### src/rtl/nvac_defines.vh
`ifndef NVAC_DEFINES_VH
`define NVAC_DEFINES_VH
// ==========================================
// register addresses on the special function bus
`define NVAC_ADDR_CONTROL   8'h8C
`define NVAC_ADDR_UNLOCK    8'h8D
`define NVAC_ADDR_DATA_LO   8'h8E
`define NVAC_ADDR_DATA_HI   8'h8F
`define NVAC_ADDR_ADDR_LO   8'h90
`define NVAC_ADDR_ADDR_HI   8'h96
// ==========================================
// control register fields
`define NVAC_BIT_SPACE      7
`define NVAC_BIT_TIME_HI    5
`define NVAC_BIT_TIME_LO    4
`define NVAC_BIT_WERR       3
`define NVAC_BIT_PERMIT     2
`define NVAC_BIT_WR         1
`define NVAC_BIT_RD         0
`define NVAC_ADDR_HI_MASK   8'h07
// ==========================================
// unlock key bytes
`define NVAC_KEY_FIRST      8'h55
`define NVAC_KEY_SECOND     8'hAA
// ==========================================
// timing: clock 250 MHz, times in microseconds
`define NVAC_CLK_MHZ        250
`define NVAC_TIME0_US       1250
`define NVAC_TIME1_US       2500
`define NVAC_TIME2_US       5000
`define NVAC_TIME3_US       10000
// cycle counts sized to the timer width so the limit lookup drops no bits
`define NVAC_CYC0           22'h04C4B4
`define NVAC_CYC1           22'h098968
`define NVAC_CYC2           22'h1312D0
`define NVAC_CYC3           22'h2625A0
// read pipeline: access in second slot, latch one clock later
`define NVAC_RD_SLOT_CYC    2
`define NVAC_TMR_W          22
`endif

### src/rtl/nvac_ctrl.v
// What this block does
// program memory address uses both address registers
// space select zero targets EEPROM, one program
// start bits set by software, cleared by hardware
// EEPROM writes need write permit; cleared power-on
// write cut by reset sets error flag; the code sets it only for a low-voltage or watchdog reset
// time expiry before self-check sets error flag
// write completion sets done flag; software clears
// unlock port not storage, reads zero
// time field selects 1.25/2.5/5/10 ms limit
// low data holds EEPROM byte or word low
// high data receives upper byte of read
// low address gives eight low bits, resets zero
// high address keeps three bits, rest zero
// software loads address, clears select, sets read
// array access in second slot, latch next clock
// read data held until next operation
// software places two no-ops after read start
// write needs 55h, AAh, then write start
// write start ignored while permit is zero
// write start in program space cleared, no-op
// each byte write erases cell before programming
// write ends on self-check or time expiry
`timescale 1ns/1ps
`include "nvac_defines.vh"
module nvac_ctrl (
   input  wire        clk_i,
   input  wire        sys_rst_i,
   input  wire        por_i,            // power-on reset: clears write permit
   input  wire        lvr_wdt_rst_i,    // low-voltage or watchdog reset event
   // special function register port
   input  wire [7:0]  sfr_addr_i,
   input  wire [7:0]  sfr_wdata_i,
   input  wire        sfr_we_i,
   input  wire        sfr_re_i,
   output reg  [7:0]  sfr_rdata_o,
   // instruction slot suppression toward the core
   output wire        slot_suppress_o,
   // write-done flag lives in the peripheral flag register
   input  wire        done_flag_clr_i,
   output wire        write_done_flag_o,
   // data EEPROM array
   output wire [6:0]  ee_addr_o,
   output wire [7:0]  ee_wdata_o,
   output wire        ee_rd_o,
   input  wire [7:0]  ee_rdata_i,
   output wire        ee_erase_o,
   output wire        ee_prog_o,
   input  wire        ee_verify_ok_i,
   // program memory array
   output wire [10:0] pm_addr_o,
   output wire        pm_rd_o,
   input  wire [15:0] pm_rdata_i
);
   // ==========================================
   // state
   localparam W_IDLE  = 2'b00;
   localparam W_ERASE = 2'b01;
   localparam W_PROG  = 2'b10;

   reg        space_reg;
   reg [1:0]  ptime_reg;
   reg        werr_reg;
   reg        permit_reg;
   reg        wr_reg;
   reg        rd_reg;
   reg [7:0]  dlo_reg;
   reg [7:0]  dhi_reg;
   reg [7:0]  alo_reg;
   reg [2:0]  ahi_reg;
   reg        done_reg;
   reg [1:0]  rcnt_reg;
   reg        rspace_reg;
   reg [1:0]  wst_reg;
   reg [1:0]  wst_next;

   wire       wr_ctl   = sfr_we_i && sfr_addr_i == `NVAC_ADDR_CONTROL;
   wire       wr_unl   = sfr_we_i && sfr_addr_i == `NVAC_ADDR_UNLOCK;
   wire       wr_other = sfr_we_i && !wr_unl;
   wire       armed;
   wire       expired;
   wire       set_wr_req = wr_ctl && sfr_wdata_i[`NVAC_BIT_WR] && !wr_reg;
   wire       set_rd_req = wr_ctl && sfr_wdata_i[`NVAC_BIT_RD] && !rd_reg && !wr_reg;
   wire       space_new  = wr_ctl ? sfr_wdata_i[`NVAC_BIT_SPACE] : space_reg;
   // write accepted only when armed, permitted and targeting EEPROM
   wire       wr_go = set_wr_req && armed && permit_reg && !space_new;  // see R18 see R19 see R4
   wire       verify_done = (wst_reg == W_PROG) && ee_verify_ok_i;
   wire       wr_end = (wst_reg == W_PROG) && (ee_verify_ok_i || expired);
   wire       rd_fire = rd_reg && rcnt_reg == `NVAC_RD_SLOT_CYC;

   // ==========================================
   // unlock sequence and programming timer
   nvac_unlock u_unlock (
      .clk_i       (clk_i),
      .sys_rst_i   (sys_rst_i),
      .wr_unlock_i (wr_unl),
      .wr_other_i  (wr_other && !wr_ctl),
      .wdata_i     (sfr_wdata_i),
      .consume_i   (wr_ctl),
      .armed_o     (armed)
   );

   nvac_wtimer u_wtimer (
      .clk_i     (clk_i),
      .sys_rst_i (sys_rst_i),
      .start_i   (wr_go),
      .run_i     (wst_reg != W_IDLE),
      .sel_i     (ptime_reg),
      .expired_o (expired)
   );

   // ==========================================
   // write sequencer: erase first, then program until verify or timeout
   always @* begin
      wst_next = wst_reg;
      case (wst_reg)
         W_IDLE:  if (wr_go) wst_next = W_ERASE;
         W_ERASE: wst_next = expired ? W_IDLE : W_PROG;
         W_PROG:  if (wr_end) wst_next = W_IDLE;
         default: wst_next = W_IDLE;
      endcase
   end

   // ==========================================
   // control register and write flow
   always @(posedge clk_i) begin
      if (sys_rst_i) begin
         space_reg  <= 1'b0;
         ptime_reg  <= 2'b00;
         wr_reg     <= 1'b0;
         rd_reg     <= 1'b0;
         wst_reg    <= W_IDLE;
         rcnt_reg   <= 2'b00;
         rspace_reg <= 1'b0;
         // a write cut off by a low-voltage or watchdog reset leaves the error flag up
         if (lvr_wdt_rst_i && wr_reg) werr_reg <= 1'b1;
      end else begin
         wst_reg <= wst_next;
         if (wr_ctl) begin
            space_reg <= sfr_wdata_i[`NVAC_BIT_SPACE];
            ptime_reg <= sfr_wdata_i[`NVAC_BIT_TIME_HI:`NVAC_BIT_TIME_LO];
         end
         // write start: software can only set; program space drops it at once
         if (wr_go) begin
            wr_reg <= 1'b1;
         end else if (wr_end || (wst_reg == W_ERASE && expired)) begin
            wr_reg <= 1'b0;                        // see R3
         end
         // error flag: hardware set wins over a software write
         if (wr_end) begin
            werr_reg <= !verify_done;
         end else if (wr_ctl && !wr_reg) begin
            werr_reg <= sfr_wdata_i[`NVAC_BIT_WERR];
         end
         // read start: counts instruction slots before the access
         if (set_rd_req) begin
            rd_reg     <= 1'b1;
            rcnt_reg   <= 2'b01;
            rspace_reg <= space_new;
         end else if (rd_reg) begin
            if (rd_fire) rd_reg <= 1'b0;
            else rcnt_reg <= rcnt_reg + 2'b01;
         end
      end
   end

   // ==========================================
   // write permit: set and cleared by control writes; of the resets only power-on clears it, a plain reset keeps it
   always @(posedge clk_i) begin
      if (por_i) begin
         permit_reg <= 1'b0;
      end else if (wr_ctl) begin
         permit_reg <= sfr_wdata_i[`NVAC_BIT_PERMIT];
      end
   end

   // ==========================================
   // write-done flag: set wins over software clear
   always @(posedge clk_i) begin
      if (sys_rst_i) begin
         done_reg <= 1'b0;
      end else if (wr_end || (wst_reg == W_ERASE && expired)) begin
         done_reg <= 1'b1;
      end else if (done_flag_clr_i) begin
         done_reg <= 1'b0;
      end
   end

   // ==========================================
   // address and data registers
   always @(posedge clk_i) begin
      if (sys_rst_i) begin
         alo_reg <= 8'h00;
         ahi_reg <= 3'h0;
      end else if (sfr_we_i) begin
         if (sfr_addr_i == `NVAC_ADDR_ADDR_LO) alo_reg <= sfr_wdata_i;
         if (sfr_addr_i == `NVAC_ADDR_ADDR_HI) ahi_reg <= sfr_wdata_i[2:0];
      end
   end

   // data registers have no reset value; they hold until the next access
   always @(posedge clk_i) begin
      if (rd_fire) begin
         if (rspace_reg) begin
            dlo_reg <= pm_rdata_i[7:0];            // see R10
            dhi_reg <= pm_rdata_i[15:8];
         end else begin
            dlo_reg <= ee_rdata_i;                 // see R10
            dhi_reg <= 8'h00;
         end
      end else if (sfr_we_i && sfr_addr_i == `NVAC_ADDR_DATA_LO) begin
         dlo_reg <= sfr_wdata_i;
      end else if (sfr_we_i && sfr_addr_i == `NVAC_ADDR_DATA_HI) begin
         dhi_reg <= sfr_wdata_i;
      end
   end

   // ==========================================
   // read mux; unlock port and unused bits return zero
   always @* begin
      sfr_rdata_o = 8'h00;
      if (sfr_re_i) begin
         case (sfr_addr_i)
            `NVAC_ADDR_CONTROL: sfr_rdata_o = {space_reg, 1'b0, ptime_reg, werr_reg, permit_reg, wr_reg, rd_reg};
            `NVAC_ADDR_UNLOCK:  sfr_rdata_o = 8'h00;
            `NVAC_ADDR_DATA_LO: sfr_rdata_o = dlo_reg;
            `NVAC_ADDR_DATA_HI: sfr_rdata_o = dhi_reg;
            `NVAC_ADDR_ADDR_LO: sfr_rdata_o = alo_reg;
            `NVAC_ADDR_ADDR_HI: sfr_rdata_o = {5'h00, ahi_reg} & `NVAC_ADDR_HI_MASK;
            default:            sfr_rdata_o = 8'h00;
         endcase
      end
   end

   // ==========================================
   // array side
   assign ee_addr_o         = alo_reg[6:0];
   assign pm_addr_o         = {ahi_reg, alo_reg};
   assign ee_rd_o           = rd_fire && !rspace_reg;
   assign pm_rd_o           = rd_fire && rspace_reg;
   assign ee_wdata_o        = dlo_reg;
   assign ee_erase_o        = (wst_reg == W_ERASE);
   assign ee_prog_o         = (wst_reg == W_PROG);
   assign slot_suppress_o   = rd_fire;                // see R15
   assign write_done_flag_o = done_reg;
endmodule // nvac_ctrl

### src/rtl/nvac_unlock.v
`timescale 1ns/1ps
`include "nvac_defines.vh"
// ==========================================
// unlock sequencer: 55h then AAh to the unlock port arms one write start
module nvac_unlock (
   input  wire       clk_i,
   input  wire       sys_rst_i,
   input  wire       wr_unlock_i,   // write strobe to unlock port
   input  wire       wr_other_i,    // any bus write other than to the unlock or control register breaks the chain
   input  wire [7:0] wdata_i,
   input  wire       consume_i,     // any control register write uses up the arm
   output wire       armed_o
);
   reg [1:0] st_reg;
   reg [1:0] st_next;
   localparam S_IDLE = 2'b00;
   localparam S_GOT1 = 2'b01;
   localparam S_ARM  = 2'b10;

   // ==========================================
   // sequence tracker
   always @* begin
      st_next = st_reg;
      case (st_reg)
         S_IDLE: begin
            if (wr_unlock_i && wdata_i == `NVAC_KEY_FIRST) st_next = S_GOT1;
         end
         S_GOT1: begin
            if (wr_unlock_i) st_next = (wdata_i == `NVAC_KEY_SECOND) ? S_ARM : S_IDLE;
            else if (wr_other_i) st_next = S_IDLE;
         end
         S_ARM: begin
            // the arm survives only until the very next write
            if (consume_i || wr_other_i || wr_unlock_i) st_next = S_IDLE;
         end
         default: st_next = S_IDLE;
      endcase
   end

   always @(posedge clk_i) begin
      if (sys_rst_i) begin
         st_reg <= S_IDLE;
      end else begin
         st_reg <= st_next;
      end
   end

   assign armed_o = (st_reg == S_ARM);
endmodule // nvac_unlock

### src/rtl/nvac_wtimer.v
`timescale 1ns/1ps
`include "nvac_defines.vh"
// ==========================================
// programming-time limit counter
module nvac_wtimer (
   input  wire       clk_i,
   input  wire       sys_rst_i,
   input  wire       start_i,     // load the selected limit minus one
   input  wire       run_i,
   input  wire [1:0] sel_i,
   output wire       expired_o
);
   reg [`NVAC_TMR_W-1:0] cnt_reg;
   reg [`NVAC_TMR_W-1:0] lim;

   // limit lookup for the two-bit time field
   always @* begin
      case (sel_i)
         2'b00:   lim = `NVAC_CYC0;
         2'b01:   lim = `NVAC_CYC1;
         2'b10:   lim = `NVAC_CYC2;
         default: lim = `NVAC_CYC3;
      endcase
   end

   always @(posedge clk_i) begin
      if (sys_rst_i) begin
         cnt_reg <= {`NVAC_TMR_W{1'b0}};
      end else if (start_i) begin
         cnt_reg <= lim - 1'b1;
      end else if (run_i && cnt_reg != {`NVAC_TMR_W{1'b0}}) begin
         cnt_reg <= cnt_reg - 1'b1;
      end
   end

   assign expired_o = run_i && (cnt_reg == {`NVAC_TMR_W{1'b0}});
endmodule // nvac_wtimer

### config.mk
export PLATFORM = sky130hd
export DESIGN_NAME = nvac_ctrl
export DESIGN_NICKNAME = d
export VERILOG_FILES = /design/src/rtl/nvac_ctrl.v /design/src/rtl/nvac_unlock.v /design/src/rtl/nvac_wtimer.v
export VERILOG_INCLUDE_DIRS = /design/src /design/src/rtl
export SDC_FILE = /design/constraint.sdc
export NUM_CORES = 1
export LEC_CHECK = 0
export ABC_AREA = 1
export BUFFER_PORTS_ARGS = -buffer_cell sky130_fd_sc_hd__buf_2
export CAP_MARGIN = 20
export CORE_ASPECT_RATIO = 0.7
export CORE_UTILIZATION = 60
export CTS_CLUSTER_SIZE = 20
export DETAILED_ROUTE_END_ITERATION = 7
export GPL_TIMING_DRIVEN = 0
export PLACE_DENSITY = 0.9
export RECOVER_POWER = 25
export REMOVE_ABC_BUFFERS = 1
export SKIP_LAST_GASP = 1
export SYNTH_ARGS = -nofsm -noshare
export SYNTH_HDL_FRONTEND = slang
export SYNTH_SLANG_ARGS = --single-unit
### constraint.sdc
create_clock -name clk_i -period 3.3 [get_ports clk_i]
set_input_delay 0.33 -clock clk_i [delete_from_list [all_inputs] [get_ports clk_i]]
set_output_delay 0.33 -clock clk_i [all_outputs]
set_load 0.05 [all_outputs]
# == Word level (Yosys, flattened, before mapping) ==
# Index checks and enable logic that the tools add are counted.
# word_totals
ff_bits,64
in_bits,48
output_inout_bits,40
wordCells,139
# op_classes
add_sub_neg,3
eq_ne,23
n_mux,37
bitwise,1
reduce_logical,58
# op_table
op,n
$pmux W22 S3,1
$mux W8,8
$eq A8 B8 Y1 const B,7
$mux W22,2
$sub A22 B1 Y22 const B,2
$pmux W8 S5,1
$logic_and A1 B1 Y1,25
$logic_not A22 Y1,1
$reduce_bool A22 Y1,1
$mux W2,8
$mux W1,15
$reduce_and A2 Y1,7
$reduce_bool A2 Y1,7
$pmux W2 S3,2
$ne A2 B1 Y1 const B,5
$eq A2 B2 Y1 const B,4
$eq A8 B7 Y1 const B,1
$logic_not A1 Y1,7
$eq A2 B1 Y1 const B,3
$logic_not A2 Y1,3
$logic_or A1 B1 Y1,4
$ne A2 B2 Y1 const B,2
$ne A3 B1 Y1 const B,1
$reduce_and A3 Y1,1
4 further kinds,4

# == Depth between registers and ports, before layout ==
# logic_depth
depth_word,9
mapped_depth,20

# == Modules after synthesis ==
# From an unflattened synthesis, not the netlist that was laid out.
# hier_totals
hier_cells,637
area_unflattened_um2,4386.7
# by_module_without_submodules
module,instances,cells_each,area_each_um2
nvac_ctrl,1,310,2312.2
nvac_wtimer,1,291,1883.1
nvac_unlock,1,36,191.4

# == Worst setup path after synthesis ==
# No wires, ideal clock.
# synth_path
kind,input port to output port
startpoint,in sfr_addr_i[7]
endpoint,out sfr_rdata_o[0]
arrival_ns,2.247
t_required_ns,2.970
slack_ns,0.723
stages,8
path_buffers,0
path_cell_list,inv_1 nor2_4 nand2_2 nor4_1 inv_1 nand4_1 o21ai_0 a21oi_1
# synth_between
elab_chain_cells,3
word_cells_on_any_way,7
# synth_lines
element,line,text
"start, declared",nvac_ctrl.v:32,"input wire [7:0] sfr_addr_i,"
$eq A8 B8 Y1,nvac_ctrl.v:223,case (sfr_addr_i)
$pmux W8 S5 *,nvac_ctrl.v:223,
$mux W8 *,nvac_ctrl.v:222,if (sfr_re_i) begin
"end, declared",nvac_ctrl.v:36,"output reg [7:0] sfr_rdata_o,"
# Every way passes the cells marked *; elsewhere a longest branch is shown, timed or not.

# == Worst setup path in the final report ==
# layout_path
startpoint,in sfr_addr_i[6]
endpoint,out sfr_rdata_o[0]
# Same word-level chain as after synthesis.

==> summary.txt <==
Leakage power = 2.47 nW
Final setup fails = 0
Post-CTS Setup Bufs = 0
CTS root buffer = clkbuf_8
Dpl cell area = 4610 um^2
Yosys top cell area share = 22.5%
# DRC = 0
CTS tree = built
Slew @ Worst Pin = 1.06 ns
P_int = 1.26 mW
Final core utilization = 71.6%
Largest net degree at the start of global routing = 39
Fraction of registers with async set/reset = 0%
Run status = finished clean
Setup CP Type = in2out
ANT nets after route = 0
DR vias = 4550
Cts repair resizes = 0
Largest area contributor in the netlist = dfxtp_1
Critical Path Sink Type = output pin
Initial antenna violation count = 0
Synth Instances = 621
Core area = 6760 um^2
Worst Path Max Fanout = 9
Die area = 7330 um^2
DIE WIDTH = 102 um
Max incr delay on CP = 0.82 ns
Clock skew = 0.0106 ns
CTS H-Tree Depth = 3
DP HPWL = 8.95 mm
Logic pwr share = 5.4%
Synth top cells by count = nand2_1 (161), inv_1 (95), dfxtp_1 (47), nand3_1 (44), nor2_1 (44)
Most numerous cell in the Yosys netlist = nand2_1
Fin cells = 800
Max-Cap Viols = 0
I/O pins = 88
Design area = 4840 um^2
Routability cong. = 0.944
Worst setup SP type = input pin
Worst Path Arrival = 2.47 ns
Max IR drop VDD = 0.188 mV
Pre-antenna DRT Iters = 5
Area contributors post-synth = dfxtp_1 (22%), nand2_1 (14%), edfxtp_1 (12%)
Final hold vios = 0
Top FF cell, synth = dfxtp_1
P&R area growth vs syn = 15.4%
Global-route wire length before repair = 19.2 mm
Achievable Freq = 0.358 GHz
RSZ-0062 raised after global routing = no
Worst reg-to-reg setup slack = 0.73 ns
PwrDens = 341 nW/um^2
Fillcell total = 590
Critical-path cell list = clkbuf_1, nor2_4, nand2_2, nor3_1, inv_1, nand4_1, o21ai_0, a21oi_1, buf_2
Clock sinks = 64
Post-synth EDFFs = 17
Worst path required time = 2.97 ns
Sequential share of power = 48.8%
Post-detailed-route wirelength per cell = 15.0 um
Max reg flops = 22
Layout cells sized above 1 = 18.1%
Vias per cell = 5.69
DP Cell Count = 781
Sequential share of the synthesized area = 34.6%
WHS = 0.146 ns
Critical-path top delay cell = nor3_1
Die Ht = 71.9 um
YS warnings = 0
WP buf/inv = 3
Core Rows = 25
Post-Syn Area = 4190 um^2
Tcrit/Tclk final = 84.7%
Minimum clock period = 2.80 ns
Family with the most delay on the worst path = simple AND/OR/NAND/NOR gates
Avg Synthesized Cell Area = 6.75 um^2
N_diodes = 0
Clock Pin Slew Worst Setup and Hold Paths = 0.07 ns
Post-cts hold buffer count = 0
Pins Over Slew Limit = 0
Netlist cell types = 37
Gr usage total = 34.0%
Aggregate global routing overflow = 0
Initial core utilization = 62.0%
Port buffer count = 87
Vias in the first global route = 4128
Synth Register Bits = 64
Initial DRC Count = 497
Switching power = 0.389 mW
Clock buffer depth = 2
Max-slew headroom = 29.0%
Clk_lat worst skew = 0.36 ns
CTS buffer count = 9
Final wirelength = 12.0 mm
Min-delay worst type = in2reg
Clock group share of total power = 45.8%
Switching share of power = 23.6%
Nets = 756
==> power groups by stage <==
stage                     logic [mW]  registers, mW  clock network [mW]
final                         0.0890          0.806               0.756
after global routing          0.0967          0.805               0.797
after CTS                     0.0865          0.806               0.763
after detailed placement      0.0857          0.824                   0
after global placement        0.0821          0.824                   0
after floorplan               0.0325          0.826                   0
==> per-stage QoR <==
| step | power (mW) | setup WS (ns) | TNS, ns |
|---|---|---|---|
| after CTS | 1.66 | 0.144 | 0 |
| after detailed placement | 0.909 | -0.209 | -1.36 |
| after global routing | 1.70 | 0.286 | 0 |
| after floorplan | 0.858 | 0.725 | 0 |
| final | 1.65 | 0.504 | 0 |
| after global placement | 0.906 | -0.0912 | -0.467 |
==> cell type report <==
cell class | instances | area, um^2 | share of cell area [%]
multi-input cells | 431 | 2210 | 45.7
flip-flops and latches | 64 | 1450 | 30.0
repair buffers | 91 | 445 | 9.21
inverters | 104 | 390 | 8.07
clock buffers | 9 | 124 | 2.56
well taps | 94 | 118 | 2.43
clock inverters | 7 | 96.3 | 1.99
==> worst paths after layout <==
| path | startpoint | endpoint | cells past startpoint |
|---|---|---|---|
| worst max register to register | u_unlock.st_reg[1]$_SDFFE_PP0P_ | u_wtimer.cnt_reg[17]$_SDFFE_PP0P_ | 15 |
| worst max-delay path | sfr_addr_i[6] | sfr_rdata_o[0] | 9 |
| worst min-delay path | por_i | permit_reg$_SDFFE_PP0P_ | 2 |
| worst min register to register | ahi_reg[2]$_SDFFE_PP0P_ | ahi_reg[2]$_SDFFE_PP0P_ | 2 |
==> layer usage <==
metal	share of wire (%)	wire (um)	up-vias	GRT usage, %
met3	12	1390	34	9.34
li1	-	-	2167	-
met1	44	5270	2074	47.7
met5	0	0	-	0
met2	43	5140	275	52.0
met4	1.7	199	0	8.89
==> logic make-up (layout without fill, tap and decap cells) <==
| kind of cell | count (synthesis) | in the layout | synth area share, % |
|---|---|---|---|
| fa+ha+maj | 7 | 7 | 2.09 |
| xor+xnor | 4 | 4 | 0.836 |
| buf+inv | 126 | 211 | 12.6 |
| compound gates | 98 | 98 | 13.3 |
| simple gates | 322 | 322 | 36.6 |
| flops | 64 | 64 | 34.6 |
==> layout by cell type, fill, tap and decap left out, drive strengths merged, types with 4 or more instances in the layout <==
master / netlist / routed
nor4: 7 / 7
o21ai: 40 / 40
nor3: 9 / 9
o21bai: 5 / 5
nand4: 14 / 14
inv: 103 / 103
a31oi: 5 / 5
nand3: 51 / 51
a21oi: 32 / 32
dfxtp: 47 / 47
ha: 7 / 7
edfxtp: 17 / 17
xor2: 4 / 4
clkbuf: 9 / 38
nor2: 55 / 55
or2: 5 / 5
nand2: 179 / 179
o211ai: 5 / 5
buf: 13 / 62
Note: power is estimated with default switching activity, not from simulation.
